`src/design/ihim_defines.svh`:
```
`ifndef IHIM_DEFINES_SVH
`define IHIM_DEFINES_SVH

// clock rate and initialization check window
`define IHIM_CLK_MHZ 25
`define IHIM_INIT_CHECK_US 10000

// status line patterns, bit 0 is line a, bit 1 is line b
`define IHIM_PAT_LL 2'h0
`define IHIM_PAT_HL 2'h1
`define IHIM_PAT_LH 2'h2
`define IHIM_PAT_HH 2'h3
`define IHIM_STATUS_RST 2'h1

// error codes, shown as four hex digits
`define IHIM_CODE_NONE 16'h0000
`define IHIM_CODE_INIT 16'hC471
`define IHIM_CODE_SUPPLY 16'hC472
`define IHIM_CODE_COVER 16'hC475
`define IHIM_CODE_SWITCH 16'hC480
`define IHIM_CODE_CURRENT 16'hC490

// error-status counter values
`define IHIM_CNT_ZERO 5'h00
`define IHIM_CNT_COVER 5'h0A
`define IHIM_CNT_INIT 5'h0B
`define IHIM_CNT_SUPPLY 5'h0C
`define IHIM_CNT_SWITCH 5'h0F
`define IHIM_CNT_CURRENT 5'h11
`define IHIM_CNT_MAX 5'h1D

// power setting code step worth 50 W
`define IHIM_POWER_STEP 3'h1
`define IHIM_POWER_MIN 3'h0

`endif

```
`src/design/ihim_pkg.sv`:
```
package ihim_pkg;

    // when the status pattern is checked
    typedef enum logic [1:0] {
        IHIM_INIT,
        IHIM_RUN,
        IHIM_COVER
    } ihim_mode_e;

    // one decoded status
    typedef struct packed {
        logic fault;
        logic [15:0] code;
        logic [4:0] count;
    } ihim_decode_s;

endpackage : ihim_pkg

```
`src/design/ihim_status_if.sv`:
```
`timescale 1ns/100ps
// filtered status pattern passed from the synchroniser to the monitor
interface ihim_status_if;
    logic [1:0] level;
    modport filt (output level);
    modport mon (input level);
endinterface : ihim_status_if

```
`src/design/ihim_top.sv`:
```
// What this block does
// - Drive a separate three-line power setting code for each coil half.
// - Drive one energize permit per coil half; energize only while permitted.
// - Drive one line requesting a change of heating duty ratio.
// - Board reports on two status lines; first high, second low means healthy.
// - Status arrives through an optical isolator and is decoded here.
// - At power-up or both covers closing, both low means C471, counter 11.
// - In normal running, both low means supply loss, C472, counter 12.
// - In normal running, first low second high means switch fault, C480, 15.
// - Board gives low-high when one half conducts 15 seconds or longer.
// - In normal running, both high means input current too low, C490, 17.
// - With a cover open, both low decodes as C475, counter 10; other patterns as above.
// - On any fault remove coil energization and raise a service call.
// - During warm-up with feeder scanning, lower the power setting 50 W.
// - Error-status counter always holds a value from 0 to 29.
// - After repair and power-up the error-status counter returns to zero.
`timescale 1ns/100ps
`include "ihim_defines.svh"
module ihim_top #(
    parameter int INIT_CHECK_CYCLES = `IHIM_INIT_CHECK_US * `IHIM_CLK_MHZ
) (
    input wire logic SYS_CLK_I,
    input wire logic RSTN_I,
    input wire logic HEATER_STATUS_LINE_A_I,
    input wire logic HEATER_STATUS_LINE_B_I,
    input wire logic FRONT_COVER_CLOSED_I,
    input wire logic JAM_COVER_CLOSED_I,
    input wire logic [2:0] HALF_A_POWER_LEVEL_I,
    input wire logic [2:0] HALF_B_POWER_LEVEL_I,
    input wire logic HALF_A_HEAT_REQ_I,
    input wire logic HALF_B_HEAT_REQ_I,
    input wire logic DUTY_CHANGE_I,
    input wire logic WARM_UP_I,
    input wire logic FEEDER_SCAN_I,
    input wire logic ERR_CLEAR_I,
    output logic [2:0] HALF_A_POWER_SEL_O,
    output logic [2:0] HALF_B_POWER_SEL_O,
    output logic HALF_A_ENERGIZE_PERMIT_O,
    output logic HALF_B_ENERGIZE_PERMIT_O,
    output logic DUTY_CHANGE_REQUEST_O,
    output logic SERVICE_CALL_O,
    output logic ERROR_EVENT_O,
    output logic [15:0] ERROR_CODE_O,
    output logic [4:0] ERROR_COUNT_O,
    output logic [1:0] CHECK_MODE_O
);
    ihim_status_if st ();

    ihim_pkg::ihim_mode_e mode_reg;
    ihim_pkg::ihim_mode_e mode_next;
    ihim_pkg::ihim_decode_s dec;
    logic [31:0] init_cnt_reg;
    logic covers_closed;
    logic covers_closed_reg;
    logic fault_reg;
    logic [15:0] code_reg;
    logic [4:0] count_reg;
    logic event_reg;
    logic [2:0] sel_a_reg;
    logic [2:0] sel_b_reg;
    logic permit_a_reg;
    logic permit_b_reg;
    logic duty_reg;

    // status lines cross in through three flops
    ihim_status_sync u_sync (
        .clk_i(SYS_CLK_I),
        .rstn_i(RSTN_I),
        .line_i({HEATER_STATUS_LINE_B_I, HEATER_STATUS_LINE_A_I}),
        .st(st)
    );

    // decode one status pattern for the check timing in force
    function automatic ihim_pkg::ihim_decode_s decode_status(
        input ihim_pkg::ihim_mode_e mode,
        input logic [1:0] pat
    );
        ihim_pkg::ihim_decode_s d;
        d = '{fault: 1'b0, code: `IHIM_CODE_NONE, count: `IHIM_CNT_ZERO};
        unique case (pat)
            `IHIM_PAT_HL:
                d.fault = 1'b0;
            `IHIM_PAT_LL:
            begin
                d.fault = 1'b1;
                unique case (mode)
                    ihim_pkg::IHIM_INIT:
                    begin
                        d.code = `IHIM_CODE_INIT;
                        d.count = `IHIM_CNT_INIT;
                    end
                    ihim_pkg::IHIM_RUN:
                    begin
                        d.code = `IHIM_CODE_SUPPLY;
                        d.count = `IHIM_CNT_SUPPLY;
                    end
                    default:
                    begin
                        d.code = `IHIM_CODE_COVER;
                        d.count = `IHIM_CNT_COVER;
                    end
                endcase
            end
            `IHIM_PAT_LH:
            begin
                d.fault = 1'b1;
                d.code = `IHIM_CODE_SWITCH;
                d.count = `IHIM_CNT_SWITCH;
            end
            `IHIM_PAT_HH:
            begin
                d.fault = 1'b1;
                d.code = `IHIM_CODE_CURRENT;
                d.count = `IHIM_CNT_CURRENT;
            end
        endcase
        return d;
    endfunction : decode_status

    // keep a counter value inside its legal range
    function automatic logic [4:0] clamp_count(input logic [4:0] c);
        return (c > `IHIM_CNT_MAX) ? `IHIM_CNT_MAX : c;
    endfunction : clamp_count

    // lower a power code by one 50 W step, never below the minimum
    function automatic logic [2:0] lower_power(input logic [2:0] p);
        return (p > `IHIM_POWER_MIN) ? p - `IHIM_POWER_STEP : `IHIM_POWER_MIN;
    endfunction : lower_power

    assign covers_closed = FRONT_COVER_CLOSED_I & JAM_COVER_CLOSED_I;
    assign dec = decode_status(mode_reg, st.level);

    // check timing selection
    always_comb
    begin
        mode_next = mode_reg;
        if (!covers_closed)
            mode_next = ihim_pkg::IHIM_COVER;
        else if (!covers_closed_reg)
            mode_next = ihim_pkg::IHIM_INIT;
        else if (mode_reg == ihim_pkg::IHIM_INIT
                 && init_cnt_reg >= 32'(INIT_CHECK_CYCLES - 1))
            mode_next = ihim_pkg::IHIM_RUN;
    end

    // check mode, starting in the power-up check
    always_ff @(posedge SYS_CLK_I)
    begin
        if (!RSTN_I)
        begin
            mode_reg <= ihim_pkg::IHIM_INIT;
            covers_closed_reg <= 1'b1;
        end
        else
        begin
            mode_reg <= mode_next;
            covers_closed_reg <= covers_closed;
        end
    end

    // length of the initialization check window
    always_ff @(posedge SYS_CLK_I)
    begin
        if (!RSTN_I)
            init_cnt_reg <= 32'h00000000;
        else if (mode_next != ihim_pkg::IHIM_INIT || mode_reg != ihim_pkg::IHIM_INIT)
            init_cnt_reg <= 32'h00000000;
        else
            init_cnt_reg <= init_cnt_reg + 32'h00000001;
    end

    // error latch; a new fault wins over a clear in the same cycle
    always_ff @(posedge SYS_CLK_I)
    begin
        if (!RSTN_I)
        begin
            fault_reg <= 1'b0;
            code_reg <= `IHIM_CODE_NONE;
            count_reg <= `IHIM_CNT_ZERO;
            event_reg <= 1'b0;
        end
        else
        begin
            event_reg <= 1'b0;
            if (dec.fault && (!fault_reg || ERR_CLEAR_I))
            begin
                fault_reg <= 1'b1;
                code_reg <= dec.code;
                count_reg <= clamp_count(dec.count);
                event_reg <= 1'b1;
            end
            else if (ERR_CLEAR_I)
            begin
                fault_reg <= 1'b0;
                code_reg <= `IHIM_CODE_NONE;
                count_reg <= `IHIM_CNT_ZERO;
            end
        end
    end

    // power setting codes per half, lowered while scanning in warm-up
    always_ff @(posedge SYS_CLK_I)
    begin
        if (!RSTN_I)
        begin
            sel_a_reg <= `IHIM_POWER_MIN;
            sel_b_reg <= `IHIM_POWER_MIN;
        end
        else if (WARM_UP_I && FEEDER_SCAN_I)
        begin
            sel_a_reg <= lower_power(HALF_A_POWER_LEVEL_I);
            sel_b_reg <= lower_power(HALF_B_POWER_LEVEL_I);
        end
        else
        begin
            sel_a_reg <= HALF_A_POWER_LEVEL_I;
            sel_b_reg <= HALF_B_POWER_LEVEL_I;
        end
    end

    // permits drop at once on a fault and stay low while latched
    always_ff @(posedge SYS_CLK_I)
    begin
        if (!RSTN_I)
        begin
            permit_a_reg <= 1'b0;
            permit_b_reg <= 1'b0;
        end
        else
        begin
            permit_a_reg <= HALF_A_HEAT_REQ_I & ~fault_reg & ~dec.fault;
            permit_b_reg <= HALF_B_HEAT_REQ_I & ~fault_reg & ~dec.fault;
        end
    end

    // duty ratio change line
    always_ff @(posedge SYS_CLK_I)
    begin
        if (!RSTN_I)
            duty_reg <= 1'b0;
        else
            duty_reg <= DUTY_CHANGE_I;
    end

    // outputs
    assign HALF_A_POWER_SEL_O = sel_a_reg;
    assign HALF_B_POWER_SEL_O = sel_b_reg;
    assign HALF_A_ENERGIZE_PERMIT_O = permit_a_reg;
    assign HALF_B_ENERGIZE_PERMIT_O = permit_b_reg;
    assign DUTY_CHANGE_REQUEST_O = duty_reg;
    assign SERVICE_CALL_O = fault_reg;
    assign ERROR_EVENT_O = event_reg;
    assign ERROR_CODE_O = code_reg;
    assign ERROR_COUNT_O = count_reg;
    assign CHECK_MODE_O = mode_reg;
endmodule : ihim_top

```
`src/design/ihim_status_sync.sv`:
```
`timescale 1ns/100ps
`include "ihim_defines.svh"
module ihim_status_sync (
    input wire logic clk_i,
    input wire logic rstn_i,
    input wire logic [1:0] line_i,
    ihim_status_if.filt st
);
    // idle level of the status pair, bit 0 is line a
    localparam logic [1:0] RST_LEVEL = `IHIM_STATUS_RST;
    logic [1:0] s1_reg;
    logic [1:0] s2_reg;
    logic [1:0] s3_reg;
    logic [1:0] level_reg;
    logic [1:0] level_next;

    // three flops per isolated status line
    genvar g;
    generate
        for (g = 0; g < 2; g++)
        begin : g_line
            always_ff @(posedge clk_i)
            begin
                if (!rstn_i)
                begin
                    s1_reg[g] <= RST_LEVEL[g];
                    s2_reg[g] <= RST_LEVEL[g];
                    s3_reg[g] <= RST_LEVEL[g];
                end
                else
                begin
                    s1_reg[g] <= line_i[g];
                    s2_reg[g] <= s1_reg[g];
                    s3_reg[g] <= s2_reg[g];
                end
            end
        end
    endgenerate

    // a line takes its new level once second and third stage agree
    assign level_next = (s2_reg & ~(s2_reg ^ s3_reg)) | (level_reg & (s2_reg ^ s3_reg));

    // filtered status level
    always_ff @(posedge clk_i)
    begin
        if (!rstn_i)
            level_reg <= RST_LEVEL;
        else
            level_reg <= level_next;
    end

    assign st.level = level_reg;
endmodule : ihim_status_sync

```
`config.mk`:
```
export PLATFORM = sky130hd
export DESIGN_NAME = ihim_top
export DESIGN_NICKNAME = d
export VERILOG_FILES = /design/src/design/ihim_pkg.sv /design/src/design/ihim_status_if.sv /design/src/design/ihim_top.sv /design/src/design/ihim_status_sync.sv
export VERILOG_INCLUDE_DIRS = /design/src /design/src/design
export SDC_FILE = /design/constraint.sdc
export NUM_CORES = 1
export LEC_CHECK = 0
export BUFFER_PORTS_ARGS = -buffer_cell sky130_fd_sc_hd__buf_2
export CELL_PAD_IN_SITES_DETAIL_PLACEMENT = 1
export CELL_PAD_IN_SITES_GLOBAL_PLACEMENT = 1
export CORE_ASPECT_RATIO = 0.8
export CORE_MARGIN = 5
export CORE_UTILIZATION = 42
export DETAILED_ROUTE_END_ITERATION = 10
export PLACE_DENSITY = 0.77
export SLEW_MARGIN = 0
export SYNTH_ARGS = -nofsm -noshare
export SYNTH_HDL_FRONTEND = slang
export SYNTH_HIERARCHICAL = 1
export SYNTH_SLANG_ARGS = --single-unit
```
`constraint.sdc`:
```
create_clock -name SYS_CLK_I -period 2.7 [get_ports SYS_CLK_I]
set_input_delay 0.27 -clock SYS_CLK_I [delete_from_list [all_inputs] [get_ports SYS_CLK_I]]
set_output_delay 0.27 -clock SYS_CLK_I [all_outputs]
set_load 0.01 [all_outputs]
```
==> reports/metrics.cfg, run 1 <==
[power_and_ir_drop]
finalPower_w=0.00202
vdd.ir_drop.worst_v=0.000270
leakage_nw=1.33
power_density_mw_per_mm2=568

[sta]
drv_slew=0
period_share=0.914
period_minus_slack_ns=2.47
rsz0062_at_grt=false
fmax_ghz=0.405
setup_viol=0
layout_setup_ws_ns=0.233
hold-worst-slack_ns=0.109
maxSlewHeadroom=0.608
finClkSkew_ns=0.00620
hold_viol=0
fin_tns_setup_ns=0
tightest_slew_ns=0.587

[clock_network]
cts_max_level=3
cts_buffer_depth=2
cts_buffers=9
root_buffer=clkbuf_8
cts_num_sinks=66
cts_tree=built
cts_hold_buf=0
cts_resized=0
clk_latency_ns=0.35
post_cts.repair.setup_buffers=0
clkTransAtPathRegs_ns=0.08

[routing]
wl_um=7530
drt_iter0_markers=84
drcViolationCount=0
antenna_left=0
vias=2627
drtPass1Iterations=4
vias_per_cell=5.67
wl_per_cell_um=16.3

[cells_and_area]
multi_input_comb_area_mm2=0.00157
syn2layout_area_growth_pct=16.7
largest_register_ffs=32
register_area_mm2=0.00132
nets=400
drive_above_1_share=0.226
insertedDiodeCount=0
final_common_cell=dfxtp_1
nFillCells=804
most-common-layout-cells=dfxtp_1, buf_2, nand2_1

[place]
routabilityCongestion=0.741
io_buffers=45
pre_cts_ws_ns=0.284
hpwlAfterDp_um=5360

[floorplanning]
io_pins=52
dieArea_mm2=0.00907
start_util=0.438
die-height_um=86.2
rows=27
core_mm2=0.00696
die_x_um=105

[worst_setup_path]
rr_endpoint=init_cnt_reg[24]
path_max_fanout=19
cp-start-kind=register
r2r-start=init_cnt_reg[0]
setup.worst_path.class=reg -> reg
worst_setup_path_end_kind=register
worstPathArrival_ns=2.74
critPathRequiredTime_ns=2.97
r2r_cells=5
r2r_slack_ns=0.23

[grt]
overflow=0
grt_start_max_net_pins=26
grt_pass1_vias=2664
track_usage=0.175
antenna_found_initial=0
grt_pass1_wl_um=13000

[hold_path]
min_path_type=in -> reg
whs_path_depth=2
whs_endpoint=u_sync/s1_reg[0]
min_from=HEATER_STATUS_LINE_A_I

[synthesis]
postSynth.asyncResetShare=0
synth_edf_count=0
yosys_most_used_dff=dfxtp_1
ys_types=50
synth-xor-area-share=0.0316
synth_top_family_by_area=simple AND/OR/NAND/NOR gates
muxShareOfSynthArea=0
synth-compound-area-share=0.181
yosysSeqAreaShare=0.433
syn_inst=327
synth_seq_cells=66
yosys_warnings=6
syn_area_mm2=0.00305
syn_area_per_cell_um2=9.32
yosys.area_share.simple=0.248
yosys.area_share.adder=0.0451

[flow_run]
maxCapViolations=0

[outcome]
status=finished, final reports clean

==> where the power goes <==
group          leakage [nW]  internal (W)  switching [W]  total [W]
clock network         0.106      0.000527       0.000415   0.000942
logic                 0.684     0.0000358      0.0000495  0.0000854
registers             0.536      0.000987     0.00000701   0.000994
total                  1.33       0.00155       0.000472    0.00202
==> layer usage <==
layer	vias up	share of wire	wire, µm	track usage
met5	-	0	0	0
li1	1284	-	-	-
met2	38	0.46	3480	0.283
met1	1296	0.48	3590	0.221
met3	9	0.050	374	0.0640
met4	0	0.012	88	0.0511
==> cell families after synthesis <==
logic type,count (synthesis)
simple gates,128
compound gates,74
buf+inv,36
fa+ha+maj,11
other cells,1
xor+xnor,11
flops,66
==> synth_stat cells, types with 4 or more instances <==
master / count / area, µm²
or3_1: 4 / 25.0
xor2_1: 6 / 52.6
a211oi_1: 14 / 105
o31ai_1: 16 / 120
nand3_1: 14 / 70.1
dfxtp_1: 66 / 1320
nor3b_1: 4 / 30.0
nor3_1: 17 / 85.1
buf_2: 5 / 25.0
nand2b_1: 6 / 37.5
o21ai_0: 12 / 60.1
clkbuf_1: 8 / 30.0
inv_1: 12 / 45.0
ha_1: 11 / 138
nor2_1: 9 / 33.8
nand2_1: 23 / 86.3
nand4_1: 5 / 31.3
or4_1: 18 / 135
a21boi_0: 6 / 45.0
a21oi_1: 7 / 35.0
buf_4: 9 / 67.6
a211oi_2: 5 / 62.6
xnor2_1: 5 / 43.8
==> per-stage QoR <==
stage	util	instance area [µm²]	std cells
3_5_place_dp	0.479	3330	447
4_1_cts	0.512	3560	463
3_3_place_gp	0.479	3330	447
6_report	0.512	3560	463
5_1_grt	0.512	3560	463
2_1_floorplan	-	3070	332
==> worst max-delay path by stage <==
stage | from | end | depth (start not counted)
3_5_place_dp | init_cnt_reg[0] | init_cnt_reg[24] | 5
3_3_place_gp | init_cnt_reg[0] | init_cnt_reg[24] | 5
4_1_cts | init_cnt_reg[0] | init_cnt_reg[24] | 5
6_report | init_cnt_reg[0] | init_cnt_reg[24] | 5
2_1_floorplan | init_cnt_reg[0] | init_cnt_reg[24] | 6
5_1_grt | init_cnt_reg[0] | init_cnt_reg[24] | 5
==> worst max-delay path, cell delays in order (launching register included) <==
cell and delay [ns]:
dfxtp_1 0.39, ha_1 0.22, nand3_1 0.14, or4_1 0.84
or4_1 0.57, a211oi_1 0.22
==> area by class of cell <==
type,count,share of cell area
multi-input combinational,230,0.441
tap,87,0.0306
sequential,66,0.371
timing repair buffer,52,0.0815
clock buffer,9,0.0348
clock inverter,7,0.0285
inverter,12,0.0127
(Power assumes the default switching activity.)
==> inputs of run 2 (changes only) <==
Settings changed: CTS_CLUSTER_SIZE from default to 10, PLACE_DENSITY 0.77 to 0.89.
==> run 2 against run 1 <==
Net effect:
- utilization fell by 0.072 points
- critical path depth unchanged
- maximum frequency down 1.3%
- flip-flop and latch count is the same
- first-iteration DRC count increased by 37%
- die area is the same
- setup slack worse by 0.031 ns
- combinational power down 5.6%
- cell area decreased by 0.14%
- sequential power about the same
- sequential share of layout area is 0.052 points higher
- worst hold slack worse by 0.012 ns
- critical path type unchanged
- largest cell class unchanged
- largest power group is now clock
- highest routed layer unchanged
==> reports/metrics.cfg, run 2 (synthesis gave the netlist of run 1 again) <==
[outcome]
status=finished, final reports clean

[floorplanning]
core_mm2=0.00696
dieArea_mm2=0.00907
start_util=0.438
die-height_um=86.2
rows=27
die_x_um=105
io_pins=52

[worst_setup_path]
worst_setup_path_end_kind=register
r2r_slack_ns=0.20
critPathRequiredTime_ns=2.96
worstPathArrival_ns=2.76
r2r_cells=5
setup.worst_path.class=reg -> reg
path_max_fanout=19
cp-start-kind=register

[sta]
fmax_ghz=0.400
maxSlewHeadroom=0.606
drv_slew=0
tightest_slew_ns=0.591
period_share=0.925
hold_viol=0
rsz0062_at_grt=false
setup_viol=0
fin_tns_setup_ns=0
finClkSkew_ns=0.00815
period_minus_slack_ns=2.50

[grt]
overflow=0
grt_pass1_wl_um=13300
antenna_found_initial=0
track_usage=0.178
grt_pass1_vias=2840
grt_start_max_net_pins=33

[cells_and_area]
nets=398
syn2layout_area_growth_pct=16.6
nFillCells=805
final_common_cell=dfxtp_1
most-common-layout-cells=dfxtp_1, buf_2, nand2_1
final_core_util=0.511
insertedDiodeCount=0
drive_above_1_share=0.222
largest_register_ffs=32

[clock_network]
root_buffer=clkbuf_8
clkTransAtPathRegs_ns=0.08
clk_latency_ns=0.35
cts_tree=built
cts_max_level=3
cts_buffers=9
cts_num_sinks=66
cts_buffer_depth=2
post_cts.repair.setup_buffers=0
cts_hold_buf=0
cts_resized=0

[place]
io_buffers=45
hpwlAfterDp_um=5480
routabilityCongestion=0.763

[routing]
drcViolationCount=0
drtPass1Iterations=4
wl_per_cell_um=16.9
vias_per_cell=5.66
wl_um=7790
antenna_left=0
drt_iter0_markers=115
vias=2610

[power_and_ir_drop]
power_density_mw_per_mm2=596
leakage_nw=1.32
finalPower_w=0.00212
vdd.ir_drop.worst_v=0.000228

[hold_path]
min_path_type=in -> reg
whs_path_depth=2

[flow_run]
maxCapViolations=0

[run 2: final cells by class]
| cell class | count | area (µm²) | share of cell area |
|---|---|---|---|
| Clock buffer | 9 | 124 | 0.0348 |
| Tap cell | 87 | 109 | 0.0306 |
| Multi-Input combinational cell | 230 | 1570 | 0.441 |
| Clock inverter | 7 | 124 | 0.0348 |
| Sequential cell | 66 | 1320 | 0.372 |
| Inverter | 12 | 45.0 | 0.0127 |
| Timing Repair Buffer | 50 | 263 | 0.0739 |
[run 2: worst max-delay path, cell delays in order (launching register included)]
cell	delay (ns)
dfxtp_1	0.40
ha_1	0.22
nand3_1	0.14
or4_1	0.84
or4_1	0.57
a211oi_1	0.24
[run 2: per-stage QoR]
step / hold WS (ns) / area [µm²] / std cells / setup slack, ns
final: 0.0971 / 3550 / 461 / 0.202
after global routing: 0.0945 / 3550 / 461 / 0.0470
after floorplan: 0.343 / 3070 / 332 / 0.632
after CTS: 0.0828 / 3550 / 461 / 0.178
after global placement: 0.396 / 3310 / 445 / 0.327
after detailed placement: 0.403 / 3310 / 445 / 0.252
[run 2: routing by layer]
layer | vias to the layer above | global-route usage | wire, µm
met5 | - | 0 | 0
met4 | 0 | 0.0418 | 69
met3 | 7 | 0.0618 | 361
met2 | 48 | 0.308 | 3840
met1 | 1269 | 0.213 | 3510
li1 | 1286 | - | -
[run 2: final timing paths]
check	startpoint	to
setup / recovery	init_cnt_reg[0]	init_cnt_reg[24]
hold / removal	HEATER_STATUS_LINE_A_I	u_sync/s1_reg[0]
setup reg to reg	init_cnt_reg[0]	init_cnt_reg[24]
hold reg to reg	u_sync/s1_reg[0]	u_sync/s2_reg[0]
[run 2: power breakdown]
part           leakage, nW  internal [W]  total (W)  switching (W)
clock                0.121      0.000623    0.00104       0.000419
sequential           0.536      0.000987   0.000996     0.00000922
combinational        0.668     0.0000333  0.0000806      0.0000473
total                 1.32       0.00164    0.00212       0.000476
==> inputs of run 3 (changes only) <==
==> constraint.sdc (replaced) <==
create_clock -name SYS_CLK_I -period 2.7 [get_ports SYS_CLK_I]
set_input_delay 0.54 -clock SYS_CLK_I [delete_from_list [all_inputs] [get_ports SYS_CLK_I]]
set_output_delay 0.54 -clock SYS_CLK_I [all_outputs]
set_load 0.01 [all_outputs]
==> run 3 against run 2 <==
Net effect:
- sequential share of layout area is 0.36 points lower
- global-route usage grew 0.58 points
- cell count is 0.22% higher
- cell area rose by 0.99%
- non-clock buffer count up 1
- clock power is 9% higher
- clock skew shrank 0.00091 ns
- register-to-register slack about the same
- flip-flop and latch count is the same
- setup slack lost 0.0034 ns
==> reports/metrics.cfg, run 3 (synthesis gave the netlist of run 1 again) <==
[outcome]
status=finished, final reports clean

[place]
hpwlAfterDp_um=5420
routabilityCongestion=0.773
pre_cts_ws_ns=0.274
io_buffers=45

[sta]
drv_slew=0
layout_setup_ws_ns=0.198
tightest_slew_ns=0.595
period_minus_slack_ns=2.50
hold_viol=0
period_share=0.926
rsz0062_at_grt=false
fin_tns_setup_ns=0
maxSlewHeadroom=0.604
setup_viol=0
fmax_ghz=0.400
finClkSkew_ns=0.00724

[routing]
wl_per_cell_um=17.4
drt_iter0_markers=132
antenna_left=0
vias_per_cell=5.73
drtPass1Iterations=4
drcViolationCount=0
wl_um=8030
vias=2646

[floorplanning]
dieArea_mm2=0.00907
die-height_um=86.2
io_pins=52
die_x_um=105
rows=27
start_util=0.438
core_mm2=0.00696

[grt]
grt_pass1_vias=2805
grt_start_max_net_pins=33
antenna_found_initial=0
track_usage=0.184
grt_pass1_wl_um=13500
overflow=0

[clock_network]
cts_num_sinks=66
cts_hold_buf=0
cts_buffers=9
clkTransAtPathRegs_ns=0.08
root_buffer=clkbuf_8
cts_max_level=3
clk_latency_ns=0.35
cts_tree=built
post_cts.repair.setup_buffers=0
cts_resized=0
cts_buffer_depth=2

[worst_setup_path]
critPathMostFrequentCell=or4_1
cp-start-kind=register
setup.worst_path.class=reg -> reg
crit_chain=ha_1, nand3_1, or4_1, buf_4, or4_1, a211oi_1
worst-path-buf-inv=1
r2r_cells=6
crit_family=simple AND/OR/NAND/NOR gates
critPathRequiredTime_ns=2.95
worst_setup_path_end_kind=register
r2r_slack_ns=0.20
path_max_fanout=11
cp-startpoint=init_cnt_reg[0]
worstPathArrival_ns=2.75
critPathMaxStageDelay_ns=0.73
rr_endpoint=init_cnt_reg[16]
cp_slowest_cell=or4_1
r2r-start=init_cnt_reg[0]

[cells_and_area]
nFillCells=800
final_common_cell=dfxtp_1
largest_register_ffs=32
nets=399
insertedDiodeCount=0
syn2layout_area_growth_pct=17.7
drive_above_1_share=0.224
most-common-layout-cells=dfxtp_1, buf_2, nand2_1

[power_and_ir_drop]
vdd.ir_drop.worst_v=0.000327
p_sw_w=0.000455
power.internal_w=0.00176
power_density_mw_per_mm2=616
clock_power_share=0.513
p_comb_frac=0.036
swShare=0.206
leakage_nw=1.34
pwr-share-seq=0.451

[hold_path]
whs_endpoint=u_sync/s1_reg[0]
min_from=HEATER_STATUS_LINE_A_I
whs_path_depth=2
min_path_type=in -> reg

[flow_run]
maxCapViolations=0

## run 3: cell type report
cell class                      count  area [µm²]  area share
Clock inverter                      6         138      0.0383
Timing Repair Buffer               51         270      0.0753
Clock buffer                       10         138      0.0383
Sequential cell                    66        1320       0.368
Inverter                           12        45.0      0.0125
Tap cell                           87         109      0.0303
Multi-Input combinational cell    230        1570       0.437
## run 3: how the worst max path moves through the flow
| stage | end | slack (ns) | depth (start not counted) |
|---|---|---|---|
| floorplan | init_cnt_reg[24] | 0.63 | 6 |
| global placement | init_cnt_reg[16] | 0.40 | 6 |
| detailed placement | init_cnt_reg[30] | 0.27 | 6 |
| CTS | init_cnt_reg[16] | 0.19 | 6 |
| global route | init_cnt_reg[16] | 0.05 | 6 |
| finish | init_cnt_reg[16] | 0.20 | 6 |
## run 3: layer usage
metal / global-route usage / part of all wire / up-vias
met4: 0.0604 / 0.017 / 0
met2: 0.312 / 0.49 / 69
met1: 0.216 / 0.43 / 1283
met5: 0 / 0 / -
li1: - / - / 1282
met3: 0.0663 / 0.065 / 12
## run 3: stage by stage
step	utilization	total power, W	hold slack, ns	cell area, µm²	instances
finish	0.516	0.00221	0.367	3590	462
global route	0.516	0.00229	0.363	3590	462
CTS	0.516	0.00224	0.355	3590	462
detailed placement	0.476	0.00110	0.406	3310	446
global placement	0.476	0.00110	0.397	3310	446
floorplan	-	0.00106	0.386	3070	332
## run 3: power groups by stage
stage | clock network [W] | registers [W] | logic, W
after floorplan | 0 | 0.00102 | 0.0000435
after global placement | 0 | 0.00102 | 0.0000766
after detailed placement | 0 | 0.00102 | 0.0000801
after CTS | 0.00116 | 0.000997 | 0.0000808
after global routing | 0.00120 | 0.000998 | 0.0000894
final | 0.00113 | 0.000997 | 0.0000799
